==> src/design/temp_monitor_defines.vh <==
// Constants for the two-channel temperature monitor control block
`ifndef TEMP_MONITOR_DEFINES_VH
`define TEMP_MONITOR_DEFINES_VH

// Timing
`define CLK_KHZ          50000
`define CONV_BASE_MS     125
`define RATE_MAX_CODE    3'h7

// Read locations
`define RD_LOCAL_VALUE   8'h00
`define RD_REMOTE_VALUE  8'h01
`define RD_STATUS        8'h02
`define RD_CONFIG        8'h03
`define RD_CONV_RATE     8'h04
`define RD_LOCAL_HIGH    8'h05
`define RD_LOCAL_LOW     8'h06
`define RD_REMOTE_HIGH   8'h07
`define RD_REMOTE_LOW    8'h08
// Write locations
`define WR_CONFIG        8'h09
`define WR_CONV_RATE     8'h0a
`define WR_LOCAL_HIGH    8'h0b
`define WR_LOCAL_LOW     8'h0c
`define WR_REMOTE_HIGH   8'h0d
`define WR_REMOTE_LOW    8'h0e
`define WR_ONE_SHOT      8'h0f

// Reset values
`define RST_VALUE        8'h80
`define RST_CONFIG       8'h00
`define RST_CONV_RATE    8'h02
`define RST_HIGH_LIMIT   8'h7f
`define RST_LOW_LIMIT    8'hc9
`define RST_POINTER      8'h00
`define UNMAPPED_READ    8'h00

// Field positions
`define CFG_MASK_BIT     7
`define CFG_STANDBY_BIT  6
`define STAT_BUSY_BIT    7
`define RATE_LSB         0
`define RATE_MSB         2

// Strap codes and address bases
`define STRAP_LOW        2'h0
`define STRAP_OPEN       2'h1
`define STRAP_HIGH       2'h2
`define ADDR_BASE_LOW    7'h18
`define ADDR_BASE_OPEN   7'h29
`define ADDR_BASE_HIGH   7'h4c
`define STRAP_SETTLE     2'h3

`endif

==> src/design/conv_scheduler.v <==
// Conversion interval timer, one-shot handling and busy tracking
`timescale 1ns/1ps
`include "temp_monitor_defines.vh"
module conv_scheduler #(
   parameter BASE_CYCLES = `CONV_BASE_MS * `CLK_KHZ
) (
   input  wire       clk,
   input  wire       nrst,
   input  wire [2:0] rate_code,
   input  wire       standby,
   input  wire       one_shot,
   input  wire       result_valid,
   output reg        conv_start_q,
   output reg        busy_q,
   output wire       result_take
);
   reg  [31:0] pre_q;
   reg  [7:0]  tick_cnt_q;
   reg         one_shot_q;
   wire        tick;
   wire [7:0]  interval;
   wire        fire;
   wire        abort;

   // Base tick every 125 ms; interval is 2^(7-code) ticks
   assign tick     = (pre_q == BASE_CYCLES - 1);
   assign interval = 8'h01 << (`RATE_MAX_CODE - rate_code);
   assign fire     = !standby && tick && (tick_cnt_q + 8'h01 >= interval);
   // Standby kills a periodic conversion without writing a result
   assign abort    = standby && !one_shot_q;
   assign result_take = result_valid && busy_q && !abort;

   // Prescaler and interval counter; cleared in standby
   always @(posedge clk) begin
      if (!nrst) begin
         pre_q      <= 32'h0;
         tick_cnt_q <= 8'h00;
      end else if (standby) begin
         pre_q      <= 32'h0;
         tick_cnt_q <= 8'h00;
      end else begin
         pre_q <= tick ? 32'h0 : pre_q + 32'h1;
         if (fire)
            tick_cnt_q <= 8'h00;
         else if (tick)
            tick_cnt_q <= tick_cnt_q + 8'h01;
      end
   end

   // Start pulse, busy flag and one-shot ownership
   always @(posedge clk) begin
      if (!nrst) begin
         conv_start_q <= 1'b0;
         busy_q       <= 1'b0;
         one_shot_q   <= 1'b0;
      end else begin
         conv_start_q <= fire || (one_shot && !busy_q);
         if (one_shot && !busy_q) begin
            busy_q     <= 1'b1;
            one_shot_q <= 1'b1;
         end else if (fire) begin
            busy_q <= 1'b1;
         end else if (result_valid || abort) begin
            // Result or abort ends the conversion; busy and one-shot ownership clear
            busy_q     <= 1'b0;
            one_shot_q <= 1'b0;
         end
      end
   end
endmodule // conv_scheduler

==> src/design/temp_monitor_ctrl.v <==
// Serial slave, control registers and limit logic of the temperature monitor
`timescale 1ns/1ps
`include "temp_monitor_defines.vh"
module temp_monitor_ctrl #(
   parameter CONV_BASE_CYCLES = `CONV_BASE_MS * `CLK_KHZ
) (
   input  wire       clk,
   input  wire       nrst,
   input  wire       serial_clock_line,
   input  wire       serial_data_line_in,
   output reg        serial_data_line_out,
   output reg        serial_data_line_oe_n,
   input  wire [1:0] addr_strap_pin_a,
   input  wire [1:0] addr_strap_pin_b,
   input  wire       standby_pin_n,
   input  wire       result_valid,
   input  wire [7:0] local_result,
   input  wire [7:0] remote_result,
   output wire       conv_start,
   output reg  [7:0] local_value_q,
   output reg  [7:0] remote_value_q,
   output reg  [3:0] trip_q,
   output reg        alarm_out,
   output reg        alarm_oe_n,
   output reg        standby_q
);
   // One-hot serial states
   localparam S_IDLE = 7'h01;
   localparam S_ADDR = 7'h02;
   localparam S_AACK = 7'h04;
   localparam S_WDAT = 7'h08;
   localparam S_WACK = 7'h10;
   localparam S_RDAT = 7'h20;
   localparam S_RACK = 7'h40;

   reg  [2:0] scl_sync_q;
   reg  [2:0] sda_sync_q;
   reg  [1:0] stb_sync_q;
   reg  [1:0] stra_sync_q;
   reg  [1:0] stra2_sync_q;
   reg  [1:0] strb_sync_q;
   reg  [1:0] strb2_sync_q;
   reg  [1:0] strap_cnt_q;
   reg        strap_done_q;
   reg  [6:0] slave_addr_q;

   reg  [6:0] state_q;
   reg  [3:0] bit_cnt_q;
   reg  [7:0] shift_q;
   reg        byte_idx_q;
   reg  [7:0] pointer_q;
   reg        wr_req_q;
   reg  [7:0] wr_byte_q;

   reg  [7:0] config_q;
   reg  [7:0] rate_q;
   reg  [7:0] local_high_q;
   reg  [7:0] local_low_q;
   reg  [7:0] remote_high_q;
   reg  [7:0] remote_low_q;
   reg        one_shot_req_q;
   reg  [7:0] rd_data;
   reg  [6:0] addr_base;

   wire       scl;
   wire       sda;
   wire       scl_rise;
   wire       scl_fall;
   wire       start_cond;
   wire       stop_cond;
   wire       standby;
   wire       busy;
   wire       result_take;

   // Pin synchronisers; only stage two and later feed logic
   always @(posedge clk) begin
      if (!nrst) begin
         scl_sync_q   <= 3'h7;
         sda_sync_q   <= 3'h7;
         stb_sync_q   <= 2'h3;
         stra_sync_q  <= 2'h0;
         stra2_sync_q <= 2'h0;
         strb_sync_q  <= 2'h0;
         strb2_sync_q <= 2'h0;
      end else begin
         scl_sync_q   <= {scl_sync_q[1:0], serial_clock_line};
         sda_sync_q   <= {sda_sync_q[1:0], serial_data_line_in};
         stb_sync_q   <= {stb_sync_q[0], standby_pin_n};
         stra_sync_q  <= addr_strap_pin_a;
         stra2_sync_q <= stra_sync_q;
         strb_sync_q  <= addr_strap_pin_b;
         strb2_sync_q <= strb_sync_q;
      end
   end

   assign scl        = scl_sync_q[1];
   assign sda        = sda_sync_q[1];
   assign scl_rise   = scl && !scl_sync_q[2];
   assign scl_fall   = !scl && scl_sync_q[2];
   assign start_cond = scl && scl_sync_q[2] && !sda && sda_sync_q[2];
   assign stop_cond  = scl && scl_sync_q[2] && sda && !sda_sync_q[2];

   // Straps map to a base per pin a plus an offset per pin b
   always @* begin
      case (stra2_sync_q)
         `STRAP_LOW:  addr_base = `ADDR_BASE_LOW;
         `STRAP_OPEN: addr_base = `ADDR_BASE_OPEN;
         default:     addr_base = `ADDR_BASE_HIGH;
      endcase
   end

   // Straps are caught once after reset settles, then never again
   always @(posedge clk) begin
      if (!nrst) begin
         strap_cnt_q  <= 2'h0;
         strap_done_q <= 1'b0;
         slave_addr_q <= `ADDR_BASE_LOW;
      end else if (!strap_done_q) begin
         strap_cnt_q <= strap_cnt_q + 2'h1;
         if (strap_cnt_q == `STRAP_SETTLE) begin
            strap_done_q <= 1'b1;
            slave_addr_q <= addr_base
                            + {5'h00, strb2_sync_q};
         end
      end
   end

   // Read mux; write-only and unknown locations read as zero
   always @* begin
      case (pointer_q)
         `RD_LOCAL_VALUE:  rd_data = local_value_q;
         `RD_REMOTE_VALUE: rd_data = remote_value_q;
         `RD_STATUS:       rd_data = {busy, trip_q, 3'h0};
         `RD_CONFIG:       rd_data = config_q;
         `RD_CONV_RATE:    rd_data = rate_q;
         `RD_LOCAL_HIGH:   rd_data = local_high_q;
         `RD_LOCAL_LOW:    rd_data = local_low_q;
         `RD_REMOTE_HIGH:  rd_data = remote_high_q;
         `RD_REMOTE_LOW:   rd_data = remote_low_q;
         default:          rd_data = `UNMAPPED_READ;
      endcase
   end

   // Serial slave: sample on clock rise, change data on clock fall
   always @(posedge clk) begin
      if (!nrst) begin
         state_q               <= S_IDLE;
         bit_cnt_q             <= 4'h0;
         shift_q               <= 8'h00;
         byte_idx_q            <= 1'b0;
         pointer_q             <= `RST_POINTER;
         wr_req_q              <= 1'b0;
         wr_byte_q             <= 8'h00;
         serial_data_line_out  <= 1'b0;
         serial_data_line_oe_n <= 1'b1;
      end else begin
         wr_req_q <= 1'b0;
         if (start_cond) begin
            // A new START always restarts addressing
            state_q               <= S_ADDR;
            bit_cnt_q             <= 4'h0;
            serial_data_line_oe_n <= 1'b1;
         end else if (stop_cond) begin
            state_q               <= S_IDLE;
            serial_data_line_oe_n <= 1'b1;
         end else begin
            case (state_q)
               S_IDLE: begin
                  serial_data_line_oe_n <= 1'b1;
               end
               S_ADDR: begin
                  if (scl_rise) begin
                     shift_q   <= {shift_q[6:0], sda};
                     bit_cnt_q <= bit_cnt_q + 4'h1;
                  end else if (scl_fall && bit_cnt_q == 4'h8) begin
                     if (shift_q[7:1] == slave_addr_q) begin
                        state_q               <= S_AACK;
                        serial_data_line_oe_n <= 1'b0;
                     end else begin
                        state_q <= S_IDLE;
                     end
                  end
               end
               S_AACK: begin
                  if (scl_fall) begin
                     bit_cnt_q  <= 4'h0;
                     byte_idx_q <= 1'b0;
                     if (shift_q[0]) begin
                        // Read: first data bit goes out now
                        state_q               <= S_RDAT;
                        shift_q               <= rd_data;
                        serial_data_line_oe_n <= rd_data[7];
                     end else begin
                        state_q               <= S_WDAT;
                        serial_data_line_oe_n <= 1'b1;
                     end
                  end
               end
               S_WDAT: begin
                  if (scl_rise) begin
                     shift_q   <= {shift_q[6:0], sda};
                     bit_cnt_q <= bit_cnt_q + 4'h1;
                  end else if (scl_fall && bit_cnt_q == 4'h8) begin
                     state_q               <= S_WACK;
                     serial_data_line_oe_n <= 1'b0;
                     if (!byte_idx_q) begin
                        pointer_q  <= shift_q;
                        byte_idx_q <= 1'b1;
                     end else begin
                        // Extra bytes rewrite the same location
                        wr_req_q  <= 1'b1;
                        wr_byte_q <= shift_q;
                     end
                  end
               end
               S_WACK: begin
                  if (scl_fall) begin
                     state_q               <= S_WDAT;
                     bit_cnt_q             <= 4'h0;
                     serial_data_line_oe_n <= 1'b1;
                  end
               end
               S_RDAT: begin
                  if (scl_fall) begin
                     bit_cnt_q <= bit_cnt_q + 4'h1;
                     if (bit_cnt_q == 4'h7) begin
                        state_q               <= S_RACK;
                        serial_data_line_oe_n <= 1'b1;
                     end else begin
                        shift_q               <= {shift_q[6:0], 1'b0};
                        serial_data_line_oe_n <= shift_q[6];
                     end
                  end
               end
               S_RACK: begin
                  // NACK ends the read; wait for STOP or START
                  if (scl_rise && sda) begin
                     state_q <= S_IDLE;
                  end else if (scl_fall) begin
                     state_q               <= S_RDAT;
                     bit_cnt_q             <= 4'h0;
                     shift_q               <= rd_data;
                     serial_data_line_oe_n <= rd_data[7];
                  end
               end
               default: begin
                  state_q               <= S_IDLE;
                  serial_data_line_oe_n <= 1'b1;
               end
            endcase
         end
      end
   end

   // Register writes from the second byte of a write transfer
   always @(posedge clk) begin
      if (!nrst) begin
         config_q       <= `RST_CONFIG;
         rate_q         <= `RST_CONV_RATE;
         local_high_q   <= `RST_HIGH_LIMIT;
         local_low_q    <= `RST_LOW_LIMIT;
         remote_high_q  <= `RST_HIGH_LIMIT;
         remote_low_q   <= `RST_LOW_LIMIT;
         one_shot_req_q <= 1'b0;
      end else begin
         one_shot_req_q <= 1'b0;
         if (wr_req_q) begin
            case (pointer_q)
               `WR_CONFIG: begin
                  // Only mask and standby bits exist
                  config_q <= {wr_byte_q[`CFG_MASK_BIT],
                               wr_byte_q[`CFG_STANDBY_BIT],
                               6'h00};
               end
               `WR_CONV_RATE:   rate_q        <= wr_byte_q;
               `WR_LOCAL_HIGH:  local_high_q  <= wr_byte_q;
               `WR_LOCAL_LOW:   local_low_q   <= wr_byte_q;
               `WR_REMOTE_HIGH: remote_high_q <= wr_byte_q;
               `WR_REMOTE_LOW:  remote_low_q  <= wr_byte_q;
               `WR_ONE_SHOT: begin
                  // Data ignored; only with config standby and pin high
                  one_shot_req_q <= config_q[`CFG_STANDBY_BIT]
                                    && stb_sync_q[1];
               end
               default: begin
                  one_shot_req_q <= 1'b0;
               end
            endcase
         end
      end
   end

   // Either source of standby stops the converter
   assign standby = config_q[`CFG_STANDBY_BIT] || !stb_sync_q[1];

   conv_scheduler #(
      .BASE_CYCLES  (CONV_BASE_CYCLES)
   ) u_sched (
      .clk          (clk),
      .nrst         (nrst),
      .rate_code    (rate_q[`RATE_MSB:`RATE_LSB]),
      .standby      (standby),
      .one_shot     (one_shot_req_q),
      .result_valid (result_valid),
      .conv_start_q (conv_start),
      .busy_q       (busy),
      .result_take  (result_take)
   );

   // Values update only from accepted results, so standby holds them;
   // a pin standby also drops a one-shot result still in flight
   always @(posedge clk) begin
      if (!nrst) begin
         local_value_q  <= `RST_VALUE;
         remote_value_q <= `RST_VALUE;
         standby_q      <= 1'b0;
      end else begin
         standby_q <= standby;
         if (result_take && stb_sync_q[1]) begin
            local_value_q  <= local_result;
            remote_value_q <= remote_result;
         end
      end
   end

   // Signed, strict comparisons; alarm pin is open drain, low active
   always @(posedge clk) begin
      if (!nrst) begin
         trip_q     <= 4'h0;
         alarm_out  <= 1'b0;
         alarm_oe_n <= 1'b1;
      end else begin
         trip_q[3] <= $signed(local_value_q) > $signed(local_high_q);
         trip_q[2] <= $signed(local_value_q) < $signed(local_low_q);
         trip_q[1] <= $signed(remote_value_q) > $signed(remote_high_q);
         trip_q[0] <= $signed(remote_value_q) < $signed(remote_low_q);
         alarm_oe_n <= !((|trip_q) && !config_q[`CFG_MASK_BIT]);
      end
   end
endmodule // temp_monitor_ctrl

==> config.mk <==
export PLATFORM = sky130hd
export DESIGN_NAME = temp_monitor_ctrl
export DESIGN_NICKNAME = d
export VERILOG_FILES = /design/src/design/conv_scheduler.v /design/src/design/temp_monitor_ctrl.v
export VERILOG_INCLUDE_DIRS = /design/src /design/src/design
export SDC_FILE = /design/constraint.sdc
export NUM_CORES = 1
export LEC_CHECK = 0
export ABC_CLOCK_PERIOD_IN_PS = 2300
export BUFFER_PORTS_ARGS = -buffer_cell sky130_fd_sc_hd__buf_4
export CORE_ASPECT_RATIO = 2
export CORE_MARGIN = 1
export CORE_UTILIZATION = 45
export CTS_CLUSTER_SIZE = 16
export DETAILED_ROUTE_END_ITERATION = 6
export PLACE_DENSITY = 0.65
export RECOVER_POWER = 50
export SLEW_MARGIN = 20
export SYNTH_ARGS = -nofsm -noshare
export SYNTH_HDL_FRONTEND = slang
export SYNTH_SLANG_ARGS = --single-unit
==> constraint.sdc <==
create_clock -name clk -period 2.3 [get_ports clk]
set_input_delay 0.23 -clock clk [delete_from_list [all_inputs] [get_ports clk]]
set_output_delay 0.23 -clock clk [all_outputs]
set_load 0.005 [all_outputs]
==> impl_results.md <==
- Post-route ant nets: 0
- Status: complete, no violations
- #FFs+latches synth: 172
- F_max: around 0.45 GHz
- Yosys warns: 0
- Crit-path max FO: 8
- Pre-CTS setup slack: -0.1885 ns
- Worst endpoint required time: 2.64 ns
- Internal power: roughly 5 mW
- Vias in the first global route: around 7,500
- Async SR Flop Fraction: 0%
- Min Tclk post-route: around 2.2 ns
- Post-Syn Area: 8750 um^2
- PwrDens: around 610 nW/um^2
- Netlist cell types: 77
- CTS sink count: about 170
- Largest net degree at the start of global routing: 37
- Synthesis-to-layout area growth: 19.18%
- Clk_lat worst skew: around 0.43 ns
- Initial DRC count: ~340
- Routability cong.: 0.9353
- Starting Density: between 40% and 50%
- Tightest Pin Transition: just over 1 ns
- First-pass iteration count of the detailed router: 7
- Leakage: between 4 and 5 nW
- Final Skew: roughly 0.01 ns
- WL per Instance: between 15 and 20 um
- Max-slew violations: 0
- Switching share of total power: between 20 and 25%
- Filler cells: between 1,500 and 2,000
- Slew headroom: around a third
- Primary FF master, synth: dfxtp_1
- Placed instance area: between 9000 and 10,000 um^2
- H-tree depth: 4
- Combinational share of power: 3.9%
- First-pass GRT wire length: ~39,000 um
- DR vias: 7,546
- Num CTS Buffers: 17
- Net switching power: between 1 and 1.5 mW
- Hold Crit Class: in -> reg
- Max_cap viols: 0
- Crit path kind: reg -> reg
- Reg power frac: 48.1%
- Top-level I/O count: 52
- Share of post-route cells with drive strength above 1: roughly 16%
- CTS tree: built
- Hold Vio Cnt, Final: 0
- Detailed-route wire length: 24,700 um
- GRT Resource Usage Total: between 20% and 30%
- CP Capture Type: flip-flop
- Worst-path clk slew: 0.07 ns
- CP startpoint kind: flip-flop
- Cells after Synth: approximately 1,000
- Multi-input gate area: ~5000 um^2
- Vias per cell: 5.549
- Share of the yosys chip area belonging to registers: around 39%
- Commonest non-fill, non-tap cell in the layout: dfxtp_1
- FF/Latch Area: between 3000 and 4000 um^2
- Avg Inst Size Synth: slightly below 9 um^2
- Grt total ovfl: 0
- Fin area: roughly 10,000 um^2
- Chip Width: 100.6 um
- Tot Pwr: between 6 and 7 mW
- Delay of the slowest critical-path stage: 0.44 ns
- Peak VDD IR: between 0.0004 and 0.0005 V
- Fin nets: 1,163
- Core box area: ~19,000 um^2
- Antenna fix cells: 0
- Final Cycle Share: between 90% and 100%
- Most frequent cells in the layout: dfxtp_1, nand2_1, nor2_1, buf_4, a21oi_1
- Slowest CP cell: dfxtp_1
- Critical path arrival: roughly 2.6 ns
- DIE AREA: around 20,000 um^2
- # DRC: 0
- Number of synthesized flops with an enable pin: 0
- Row cnt: 71
- Clock Path Buffers: 2
- Clk network pwr share: between 40% and 50%
- CP cell instances: nand2_1, nor2_4, xor2_2, ha_1, a211oi_1, o21ai_1, o211ai_1, a211oi_4, buf_12, nor3_1
- Initial antenna violation count: 0
- Endpoints failing setup: 0
- Dpl hpwl: between 15,000 and 20,000 um
- Height of the die: 199.2 um
- Final worst slack: approximately 0.076 ns
- Buffers on Ports: a little under 50
- Root Buffer: clkbuf_16
==> routing by layer <==
metal | GRT usage (%) | wire length (um)
met5 | 0 | 0
met2 | 49.77 | 13750
met1 | 24.31 | 8864
met4 | 16.21 | 1417
met3 | 3.218 | 665
==> Yosys cell counts, types with 18 or more instances <==
master	number	area share, %
nand4_1	26	1.9
xor2_1	21	2.1
a21oi_1	51	2.9
nand2_1	137	5.9
nand3_1	27	1.5
nand2b_1	27	1.9
o21ai_0	32	1.8
nor2_1	93	4.0
nor3_1	19	1.1
ha_1	45	6.4
clkbuf_1	27	1.2
inv_1	42	1.8
xnor2_1	33	3.3
o211ai_1	18	1.5
mux2i_1	43	4.9
dfxtp_1	172	39
==> per-stage QoR <==
step / utilization [%] / hold slack [ns] / TNS, ns / instances
floorplan: - / 0.3284 / 0 / 1012
global placement: 51.20 / 0.3907 / -0.4241 / 1325
detailed placement: 51.20 / 0.4018 / -0.6509 / 1325
CTS: 54.68 / 0.0005498 / 0 / 1359
global route: 55.11 / 0.01112 / -0.1382 / 1360
finish: 55.11 / 0.01503 / 0 / 1360
==> cell families (layout without fill, tap and decap cells) <==
logic type,after synthesis,in the layout,synth area share [%]
xor gates and xnor gates,54,54,5.405
buffers and inverters,90,183,4.390
AOI/OAI and AO/OA,176,176,13.17
muxes,53,53,6.850
DFF,172,172,39.35
other,1,2,0.04286
adders and majority gates,45,45,6.435
and+or+nand+nor,420,420,24.35
==> power groups by stage <==
stage / clock network, mW / registers, mW / logic [mW]
finish: 3.04 / 3.04 / 0.245
global placement: 0 / 3.11 / 0.241
detailed placement: 0 / 3.11 / 0.247
CTS: 3.09 / 3.05 / 0.251
global route: 3.23 / 3.05 / 0.271
floorplan: 0 / 3.10 / 0.143
==> repair_timing <==
item	4_1_cts	5_1_grt
endpoints found under the setup margin	9	17
hold endpoints to repair	2	0
hold buffers	2	0
pin swaps	0	4
gates resized for setup	3	29
buffers inserted	0	2
==> state kept, by name, indices dropped and copies added (netlist names), 8 cells and up <==
register            count
wr_byte_q               8
pointer_q               8
remote_value_q          8
local_value_q           8
remote_low_q            8
local_low_q             8
rate_q                  8
remote_high_q           8
local_high_q            8
u_sched.pre_q          32
u_sched.tick_cnt_q      8
shift_q                 8
==> critical path, delay by kind of cell (launching register included) <==
kind / cells / cell delay (ns)
DFF: 1 / 0.44
and+or+nand+nor: 3 / 0.45
adders and majority gates: 1 / 0.27
AOI/OAI and AO/OA: 4 / 0.66
buffers and inverters: 1 / 0.16
xor gates and xnor gates: 1 / 0.17
==> path summary, 6_finish.rpt <==
check	start	to	slack, ns	depth (start not counted)
min reg2reg	scl_sync_q[0]	scl_sync_q[1]	0.41	1
min	addr_strap_pin_a[0]	stra_sync_q[0]	0.02	2
max reg2reg	u_sched.tick_cnt_q[3]	u_sched.tick_cnt_q[0]	0.08	10
max	u_sched.tick_cnt_q[3]	u_sched.tick_cnt_q[0]	0.08	10
==> area by class of cell <==
class                   count  area share, %
multi-input cells         750          48.33
clock inverters            12          1.524
clock buffers              20          4.476
repair buffers            108          7.943
well taps                 255          3.060
flip-flops and latches    172          33.12
inverters                  43          1.548
Note: power is estimated with default switching activity, not from simulation.
